$ cat src/shared/dpm_regs.svh
// Timing and address constants for the dual-port memory host controller
`ifndef DPM_REGS_SVH
`define DPM_REGS_SVH
`define DPM_CLK_PERIOD_NS      10
`define DPM_ACCESS_NS          25
`define DPM_FLOWTHROUGH_NS     30
`define DPM_RECOVERY_NS        15
`define DPM_BUSY_SETTLE_NS     20
`define DPM_SYNC_STAGES        2
`define DPM_ACCESS_CYC     ((`DPM_ACCESS_NS + `DPM_CLK_PERIOD_NS - 1) / `DPM_CLK_PERIOD_NS)
`define DPM_FLOW_CYC       ((`DPM_FLOWTHROUGH_NS + `DPM_CLK_PERIOD_NS - 1) / `DPM_CLK_PERIOD_NS)
`define DPM_RECOV_CYC      ((`DPM_RECOVERY_NS + `DPM_CLK_PERIOD_NS - 1) / `DPM_CLK_PERIOD_NS)
`define DPM_SETTLE_CYC     ((`DPM_BUSY_SETTLE_NS + `DPM_CLK_PERIOD_NS - 1) / `DPM_CLK_PERIOD_NS)
`define DPM_TOKEN_BIT      0
`define DPM_TOKEN_IDX_W    3
`endif

$ cat src/shared/dpm_pkg.sv
// Types for the dual-port memory host controller
`default_nettype none
package dpm_pkg;
  typedef enum logic [1:0] {
    DPM_OP_READ,
    DPM_OP_WRITE,
    DPM_OP_TOKEN_READ,
    DPM_OP_TOKEN_WRITE
  } dpm_op_t;
  typedef enum {
    DPM_IDLE,
    DPM_SETTLE,
    DPM_STROBE,
    DPM_RECOVER
  } dpm_state_t;
endpackage
`default_nettype wire

$ cat src/hdl/dpm_host.sv
// Host controller driving one port of an asynchronous dual-port memory
`default_nettype none
`include "dpm_regs.svh"
module dpm_host
  import dpm_pkg::*;
#(
  parameter int ADDR_W = 14,
  parameter int DATA_W = 16
) (
  input  wire logic                  core_clk,
  input  wire logic                  rst,
  input  wire logic                  clk_en,
  input  wire logic                  slave_mode,
  input  wire logic                  req_valid,
  output logic                       req_ready,
  input  wire dpm_pkg::dpm_op_t      req_op,
  input  wire logic [ADDR_W-1:0]     req_addr,
  input  wire logic [DATA_W-1:0]     req_wdata,
  input  wire logic [1:0]            req_lane_n,
  input  wire logic                  req_remote_wait,
  output logic                       rsp_valid,
  output logic [DATA_W-1:0]          rsp_rdata,
  output logic                       rsp_busy,
  output logic                       mail_pending,
  output logic                       port_enable_n,
  output logic                       write_strobe_n,
  output logic                       output_drive_n,
  output logic                       token_latch_select_n,
  output logic                       high_lane_select_n,
  output logic                       low_lane_select_n,
  output logic [ADDR_W-1:0]          addr,
  output logic [DATA_W-1:0]          data_o,
  output logic                       data_oe,
  input  wire logic [DATA_W-1:0]     data_i,
  input  wire logic                  busy_n,
  input  wire logic                  mailbox_flag_n
);
  import dpm_pkg::*;

  localparam int CNT_W = 4;
  localparam logic [CNT_W-1:0] ACC_CYC   = CNT_W'(`DPM_ACCESS_CYC);
  localparam logic [CNT_W-1:0] FLOW_CYC  = CNT_W'(`DPM_FLOW_CYC);
  localparam logic [CNT_W-1:0] RECOV_CYC = CNT_W'(`DPM_RECOV_CYC);
  localparam logic [CNT_W-1:0] SETL_CYC  = CNT_W'(`DPM_SETTLE_CYC);
  localparam logic [CNT_W-1:0] SYNC_CYC  = CNT_W'(`DPM_SYNC_STAGES);

  typedef struct packed {
    dpm_state_t         st;
    logic [CNT_W-1:0]   cnt;
    dpm_op_t            op;
    logic [ADDR_W-1:0]  addr;
    logic [DATA_W-1:0]  wdata;
    logic [1:0]         lane_n;
    logic               remote;
    logic               rsp_valid;
    logic [DATA_W-1:0]  rdata;
    logic               busy_seen;
    logic [1:0]         busy_sync;
    logic [1:0]         mail_sync;
  } dpm_host_state_t;

  dpm_host_state_t s_reg, s_next;

  logic is_token;
  logic is_write;
  logic busy_now;
  logic [CNT_W-1:0] strobe_len;

  always_comb begin
    is_token   = (s_reg.op == DPM_OP_TOKEN_READ) || (s_reg.op == DPM_OP_TOKEN_WRITE);
    is_write   = (s_reg.op == DPM_OP_WRITE) || (s_reg.op == DPM_OP_TOKEN_WRITE);
    busy_now   = ~s_reg.busy_sync[1];
    // Remote data may land just as the strobe opens, so one spare cycle covers it
    strobe_len = (s_reg.remote && !is_write) ? FLOW_CYC + CNT_W'(1) : ACC_CYC;
  end

  always_comb begin
    s_next = s_reg;
    s_next.busy_sync = {s_reg.busy_sync[0], busy_n};
    s_next.mail_sync = {s_reg.mail_sync[0], mailbox_flag_n};
    s_next.rsp_valid = 1'b0;
    unique case (s_reg.st)
      DPM_IDLE: begin
        if (req_valid) begin
          s_next.op     = req_op;
          // Token data is masked here so the pin drive comes straight from a flop
          s_next.wdata  = (req_op == DPM_OP_TOKEN_WRITE)
                          ? DATA_W'(req_wdata[`DPM_TOKEN_BIT]) : req_wdata;
          s_next.lane_n = req_lane_n;
          s_next.remote = req_remote_wait;
          // Token accesses carry only the low three index bits
          s_next.addr = (req_op == DPM_OP_TOKEN_READ || req_op == DPM_OP_TOKEN_WRITE)
                        ? ADDR_W'(req_addr[`DPM_TOKEN_IDX_W-1:0]) : req_addr;
          s_next.busy_seen = 1'b0;
          // A slave write also waits out the busy synchroniser, else it acts on stale busy
          s_next.cnt = (slave_mode && req_op == DPM_OP_WRITE) ? SETL_CYC + SYNC_CYC
                                                                : SETL_CYC;
          s_next.st  = DPM_SETTLE;
        end
      end
      DPM_SETTLE: begin
        // Address is presented early so busy can settle before any strobe
        if (s_reg.cnt > CNT_W'(1)) begin
          s_next.cnt = s_reg.cnt - CNT_W'(1);
        end else if (!(slave_mode && busy_now && is_write && !is_token)) begin
          s_next.cnt = strobe_len;
          s_next.st  = DPM_STROBE;
        end
      end
      DPM_STROBE: begin
        if (busy_now) begin
          s_next.busy_seen = 1'b1;
        end
        if (s_reg.cnt > CNT_W'(1)) begin
          s_next.cnt = s_reg.cnt - CNT_W'(1);
        end else begin
          if (!is_write) begin
            // Token value is on every line; bit zero is the answer
            s_next.rdata = is_token ? {DATA_W{data_i[`DPM_TOKEN_BIT]}} : data_i;
          end
          s_next.cnt = RECOV_CYC;
          s_next.st  = DPM_RECOVER;
        end
      end
      DPM_RECOVER: begin
        // Selects stay released so a token readback sees settled state
        if (s_reg.cnt > CNT_W'(1)) begin
          s_next.cnt = s_reg.cnt - CNT_W'(1);
        end else begin
          s_next.rsp_valid = 1'b1;
          s_next.st = DPM_IDLE;
        end
      end
    endcase
  end

  always_ff @(posedge core_clk or posedge rst) begin
    if (rst) begin
      s_reg <= '{st: DPM_IDLE, cnt: '0, op: DPM_OP_READ, addr: '0, wdata: '0,
                 lane_n: 2'b11, remote: 1'b0, rsp_valid: 1'b0, rdata: '0,
                 busy_seen: 1'b0, busy_sync: 2'b11, mail_sync: 2'b11};
    end else if (clk_en) begin
      s_reg <= s_next;
    end
  end

  always_comb begin
    req_ready    = (s_reg.st == DPM_IDLE);
    rsp_valid    = s_reg.rsp_valid;
    rsp_rdata    = s_reg.rdata;
    rsp_busy     = s_reg.busy_seen;
    mail_pending = ~s_reg.mail_sync[1];
    addr         = s_reg.addr;
    data_o       = s_reg.wdata;
    // Idle: both selects high so the device floats and powers down
    port_enable_n        = 1'b1;
    token_latch_select_n = 1'b1;
    write_strobe_n       = 1'b1;
    output_drive_n       = 1'b1;
    high_lane_select_n   = 1'b1;
    low_lane_select_n    = 1'b1;
    data_oe              = 1'b0;
    if (s_reg.st == DPM_SETTLE || s_reg.st == DPM_STROBE) begin
      if (is_token) begin
        token_latch_select_n = 1'b0;
      end else begin
        port_enable_n      = 1'b0;
        high_lane_select_n = s_reg.lane_n[1];
        low_lane_select_n  = s_reg.lane_n[0];
      end
    end
    if (s_reg.st == DPM_STROBE) begin
      write_strobe_n = ~is_write;
      output_drive_n = is_write;
      data_oe        = is_write;
    end
  end

  chk_token_no_enable: assert property (@(posedge core_clk) disable iff (rst)
    !token_latch_select_n |-> port_enable_n)
    else $error("port enable low during token access");

  chk_read_both_low: assert property (@(posedge core_clk) disable iff (rst)
    (s_reg.st == DPM_STROBE && !is_write && !is_token) |-> (!port_enable_n && !output_drive_n))
    else $error("read without enable and output drive");

  chk_idle_floats: assert property (@(posedge core_clk) disable iff (rst)
    req_ready |-> (port_enable_n && token_latch_select_n && !data_oe))
    else $error("idle port not deselected");

  chk_recovery_gap: assert property (@(posedge core_clk) disable iff (rst || !clk_en)
    ($fell(token_latch_select_n) ##0 1) |-> $past(token_latch_select_n, 2))
    else $error("token select reasserted without recovery gap");

  chk_token_bit_only: assert property (@(posedge core_clk) disable iff (rst)
    (!token_latch_select_n && data_oe) |-> (data_o[DATA_W-1:1] == '0))
    else $error("token write drives upper bits");

  chk_slave_hold: assert property (@(posedge core_clk) disable iff (rst || !clk_en)
    (slave_mode && $past(busy_now) && $past(s_reg.st) == DPM_SETTLE && $past(is_write)
     && !$past(is_token) && s_reg.st != DPM_SETTLE) |-> 1'b0)
    else $error("slave write started while busy");

  chk_strobe_excl: assert property (@(posedge core_clk) disable iff (rst)
    !(!write_strobe_n && !output_drive_n))
    else $error("write strobe and output drive both low");

endmodule
`default_nettype wire

$ cat config.mk
export PLATFORM = sky130hd
export DESIGN_NAME = dpm_host
export DESIGN_NICKNAME = d
export VERILOG_FILES = /design/src/shared/dpm_pkg.sv /design/src/hdl/dpm_host.sv
export VERILOG_INCLUDE_DIRS = /design/src /design/src/shared
export SDC_FILE = /design/constraint.sdc
export NUM_CORES = 1
export LEC_CHECK = 0
export ABC_CLOCK_PERIOD_IN_PS = 4900
export BUFFER_PORTS_ARGS = -buffer_cell sky130_fd_sc_hd__clkbuf_2
export CAP_MARGIN = 0
export CORE_MARGIN = 8
export CORE_UTILIZATION = 40
export DETAILED_ROUTE_END_ITERATION = 12
export PLACE_DENSITY = 0.64
export SLEW_MARGIN = 20
export SYNTH_ARGS = -nofsm -noshare
export SYNTH_HDL_FRONTEND = slang
export SYNTH_SLANG_ARGS = --single-unit
export TNS_END_PERCENT = 20
$ cat constraint.sdc
create_clock -name core_clk -period 4.9 [get_ports core_clk]
set_input_delay 0.98 -clock core_clk [delete_from_list [all_inputs] [get_ports core_clk]]
set_output_delay 0.98 -clock core_clk [all_outputs]
set_load 0.005 [all_outputs]
Word-level counts from Yosys, hierarchy flattened

Index checks and enable logic that the tools add are counted.

Register bits: 93
Input bits: 58
Output and inout bits: 57

$add $sub $neg: 1
Magnitude comparators: 1
Equality and inequality tests: 19
Muxes and demuxes: 30
Bitwise logic cells: 4
Reduce and logical (&&, ||, !) cells: 19

Operator list:

| kind                | count |
|---|---|
| $pmux 36 s4         | 1 |
| $eq 32x2->1 const B | 3 |
| $mux 32             | 3 |
| $mux 71             | 1 |
| $logic_not 32->1    | 2 |
| $mux 36             | 1 |
| $eq 32x1->1 const B | 1 |
| $eq 32x3->1 const B | 1 |
| $mux 16             | 2 |
| $mux 1              | 15 |
| $mux 14             | 1 |
| $ne 2x2->1 const B  | 7 |
| $mux 4              | 3 |
| $reduce_and 4->1    | 3 |
| $eq 2x2->1 const B  | 4 |
| $mux 3              | 2 |
| $reduce_and 6->1    | 1 |
| $logic_and 1x1->1   | 5 |
| $eq 2x1->1 const B  | 2 |
| $gt 4x1->1 const B  | 1 |
| $logic_or 1x1->1    | 4 |
| $not 1->1           | 4 |
| $sub 4x1->4 const B | 1 |
| $ne 3x3->1 const B  | 1 |
| other kinds (4)     | 5 |

Depth between registers and ports, before layout

Depth in word-level cells: 8
Gate-level depth with buffers: 9
Gate-level depth less buffers: 7

Worst setup path after synthesis

No wires, ideal clock.

Path kind: input to register
From: input clk_en
To: register s_reg (netlist bit addr[0])
Library setup time: 125 ps
Arrival time: 1996 ps
Required time: 4775 ps
Slack: 2779 ps
Cell stages on the path: 4
Path buffers: 2
Cells stage by stage: buf_2 nand3_1 clkbuf_1 mux2_2

Cells in the longest elaborated chain, start to end: 1

RTL lines:

| element                           | line            | source |
|---|---|---|
| start, declared                   | dpm_host.sv:12  | `input wire logic clk_en,` |
| $reduce_and 3->1 (no source line) | --              |  |
| end signal, assigned              | dpm_host.sv:139 | `s_reg <= '{st: DPM_IDLE, cnt: '0, op: DPM_OP_READ, addr: '0, wdata: '0,` |
| end signal, assigned              | dpm_host.sv:143 | `s_reg <= s_next;` |
| end, declared                     | dpm_host.sv:62  | `dpm_host_state_t s_reg, s_next;` |

No other way between the ends.
A chain may end at the register's enable or synchronous reset.

Worst setup path in the final report

From: register s_reg[56] in the netlist's numbering
To: output high_lane_select_n

Cells in the longest elaborated chain, start to end: 4

RTL lines:

| element            | line            | source |
|---|---|---|
| $eq 2x2->1         | dpm_host.sv:70  | `is_token = (s_reg.op == DPM_OP_TOKEN_READ) \|\| (s_reg.op == DPM_OP_TOKEN_WRITE);` |
| $logic_or 1x1->1 * | dpm_host.sv:70  |  |
| $mux 1 *           | dpm_host.sv:164 | `if (is_token) begin` |
| $mux 1 *           | dpm_host.sv:163 | `if (s_reg.st == DPM_SETTLE \|\| s_reg.st == DPM_STROBE) begin` |
| end, declared      | dpm_host.sv:29  | `output logic high_lane_select_n,` |

Every way passes the cells marked *; elsewhere a longest branch is shown, timed or not.

==> impl_metrics.ini <==
[status]
status = finished clean

[floorplanning]
ios = 115
rows = 33
die-width_um = 107
die_h_um = 107
die-area_mm2 = 0.0114
start_util = 0.407
core_area_mm2 = 0.00813

[clock_network]
post-cts-setup-buffer-count = 0
htreeDepth = 3
cts_made_buffers = 9
cts_num_sinks = 63
cts_tree = yes
ctsHoldBuffers = 0
clk_latency_ns = 0.33
cts.clk_slew.worst_paths_ns = 0.07
post_cts_resized = 0
root_buffer = clkbuf_8
clk_path_buf_depth = 2

[final_layout]
final_core_util = 0.465
layout.cells.non_filler = 517
syn_to_final_growth_pct = 14.4
antennaDiodeCount = 0
drive_above_1_share = 0.420
fillers = 811
seq_area_mm2 = 0.00158
fin_nets = 473
multi_input_area_mm2 = 0.00126

[worst_setup_path]
cpMaxStageDelayCell = dfrtp_1
max_stage_delay_ns = 0.43
endpoint_kind = primary output
cp-startpoint = s_reg[56]
worst_path_dominant_cell_family = buffers and inverters
cp_cell_sequence = inv_1 > nand2_1 > or2_2 > clkbuf_2
cp_data_arrival_time_ns = 1.74
rr_startpoint = s_reg[57]
crit_fanout = 16
cp.depth = 4
path_class = reg -> out
startpoint_type = flip-flop
crit_buf_inv = 2
ff2ff_path_depth = 8
cp.required_ns = 3.92

[grt]
use_met3 = 0.0444
grt_pass1_wl_mm = 12.3
grt_overflow = 0
met2_usage = 0.197
busiest_layer = met2
antenna_found_initial = 0
track_usage = 0.134
grt_max_degree = 63
first_global_vias = 2414
met1_usage = 0.176

[placement]
hpwl_mm = 5.67
dp.cells = 502
io_buffer_count = 114
gp_congestion = 0.817

[yosys]
synthArstFlopShare = 1.00
synth_top_area_cell = dfrtp_1
ys_types = 39
synth_edf_count = 0
synth_fp_nets = 409
ys.warnings.count = 0
synthDominantCellAreaShare = 0.431
netlist_instances = 344
yosys_most_used_dff = dfrtp_1
synthTopCellsByCount = dfrtp_1 (57), nand2_1 (49), buf_4 (47), o21ai_0 (35), nor2_1 (22)
synth.avg_cell_area_um2 = 9.61
synth_area_leaders = dfrtp_1 (43%), buf_4 (11%), nand2_1 (5.6%)
syn_area_mm2 = 0.00331
yosysMostFrequentCell = dfrtp_1
synth-seq-cells = 63
ys_seq_area_frac = 0.479

[timing]
rsz0062_at_grt = false
finalSetupViolCount = 0
relSlewSlack = 0.556
worstMarginPinSlew_ns = 0.664
fin_skew_ns = 0.00615
fmax_mhz = 367
min_period_ns = 2.72
tns_ns = 0
hold_slack_ns = 0.481
finalCritPeriodShare = 0.556
finalHoldViolCount = 0
slew_viol_final = 0

[route]
dr.pass1.iters = 4
drc_errors = 0
wl_mm = 7.46
drt-wirelength-per-cell_um = 14.4
via_per_inst = 4.60
ant_nets = 0
drtIter0Drc = 123
dr_total_vias = 2377

[pwr]
p_sw_frac = 0.378
seqPwrFrac = 0.397
p_int_w = 0.00144
leakage_nw = 1.89
comb_power_share = 0.428
p_per_area_mw_per_mm2 = 614
ir_worst_vdd_v = 0.000285
power_frac_clock = 0.175
total_power_w = 0.00232
total_switching_power_w = 0.000879

[min_path]
hold_class = reg -> reg
min-delay-start = s_next[1]
min_path_cells = 2

[run]
maxCapViolCount = 0
-- kinds of logic (layout without fill, tap and decap cells) --
logic type      Yosys count  after routing  synth area share
simple gates            101            101             0.143
compound gates           84             84             0.156
mux                      15             15            0.0511
fa+ha+maj                 7              7            0.0265
flops                    63             63             0.479
buf+inv                  74            142             0.145
-- worst min-delay path, stage by stage (launching register included) --
cell	delay, ns
dfstp_2	0.37
nand2_1	0.04
o21ai_0	0.07
-- cells in the final DEF (no fill, tap or decap), types with 2 or more instances in the layout --
cell type / instances
nor3_1: 2
nor2b_1: 3
nor2_1: 22
o31ai_1: 2
or2_2: 2
inv_1: 10
mux2_2: 15
o2bb2ai_1: 2
clkinv_2: 2
dfstp_2: 6
a21o_1: 3
a21oi_1: 20
dfrtp_1: 57
buf_4: 2
nand3b_1: 2
clkbuf_2: 114
nand2b_1: 12
clkbuf_8: 12
o21ai_0: 35
a21oi_2: 15
ha_1: 7
nand2_1: 49
-- layer usage --
layer | share of wire | up-vias | wire [µm]
met3 | 0.074 | 9 | 551
li1 | - | 1226 | -
met1 | 0.47 | 1072 | 3500
met2 | 0.44 | 70 | 3320
met4 | 0.012 | 0 | 91
met5 | 0 | - | 0
-- worst paths after layout --
kind / endpoint / slack, ns
max in group asynchronous: s_next[3] / 3.26
worst min register to register: s_reg[1] / 0.48
worst min-delay path: s_reg[1] / 0.48
worst max register to register: rsp_rdata[15] / 2.86
min in group asynchronous: rsp_rdata[8] / 0.72
worst max-delay path: high_lane_select_n / 2.18
-- cell type report --
type / count / share of cell area
clock inverters: 3 / 0.00463
inverters: 11 / 0.0109
clock buffers: 12 / 0.0437
flip-flops and latches: 63 / 0.419
multi-input cells: 207 / 0.332
repair buffers: 116 / 0.155
well taps: 105 / 0.0347
-- per-stage QoR --
| stage | worst slack (ns) | area, µm² |
|---|---|---|
| final | 2.18 | 3780 |
| after global placement | 2.16 | 3590 |
| after global routing | 2.02 | 3780 |
| after floorplan | 2.36 | 3310 |
| after detailed placement | 2.11 | 3590 |
| after CTS | 2.17 | 3770 |
-- power by group through the flow --
stage	Sequential (W)	Combinational, W	Clock, W
5_1_grt	0.000954	0.00113	0.000452
3_5_place_dp	0.000930	0.00100	0
2_1_floorplan	0.000882	0.000905	0
4_1_cts	0.000921	0.00101	0.000430
3_3_place_gp	0.000921	0.000980	0
6_report	0.000921	0.000994	0.000407
No activity file was read; power rests on OpenSTA's default activity.
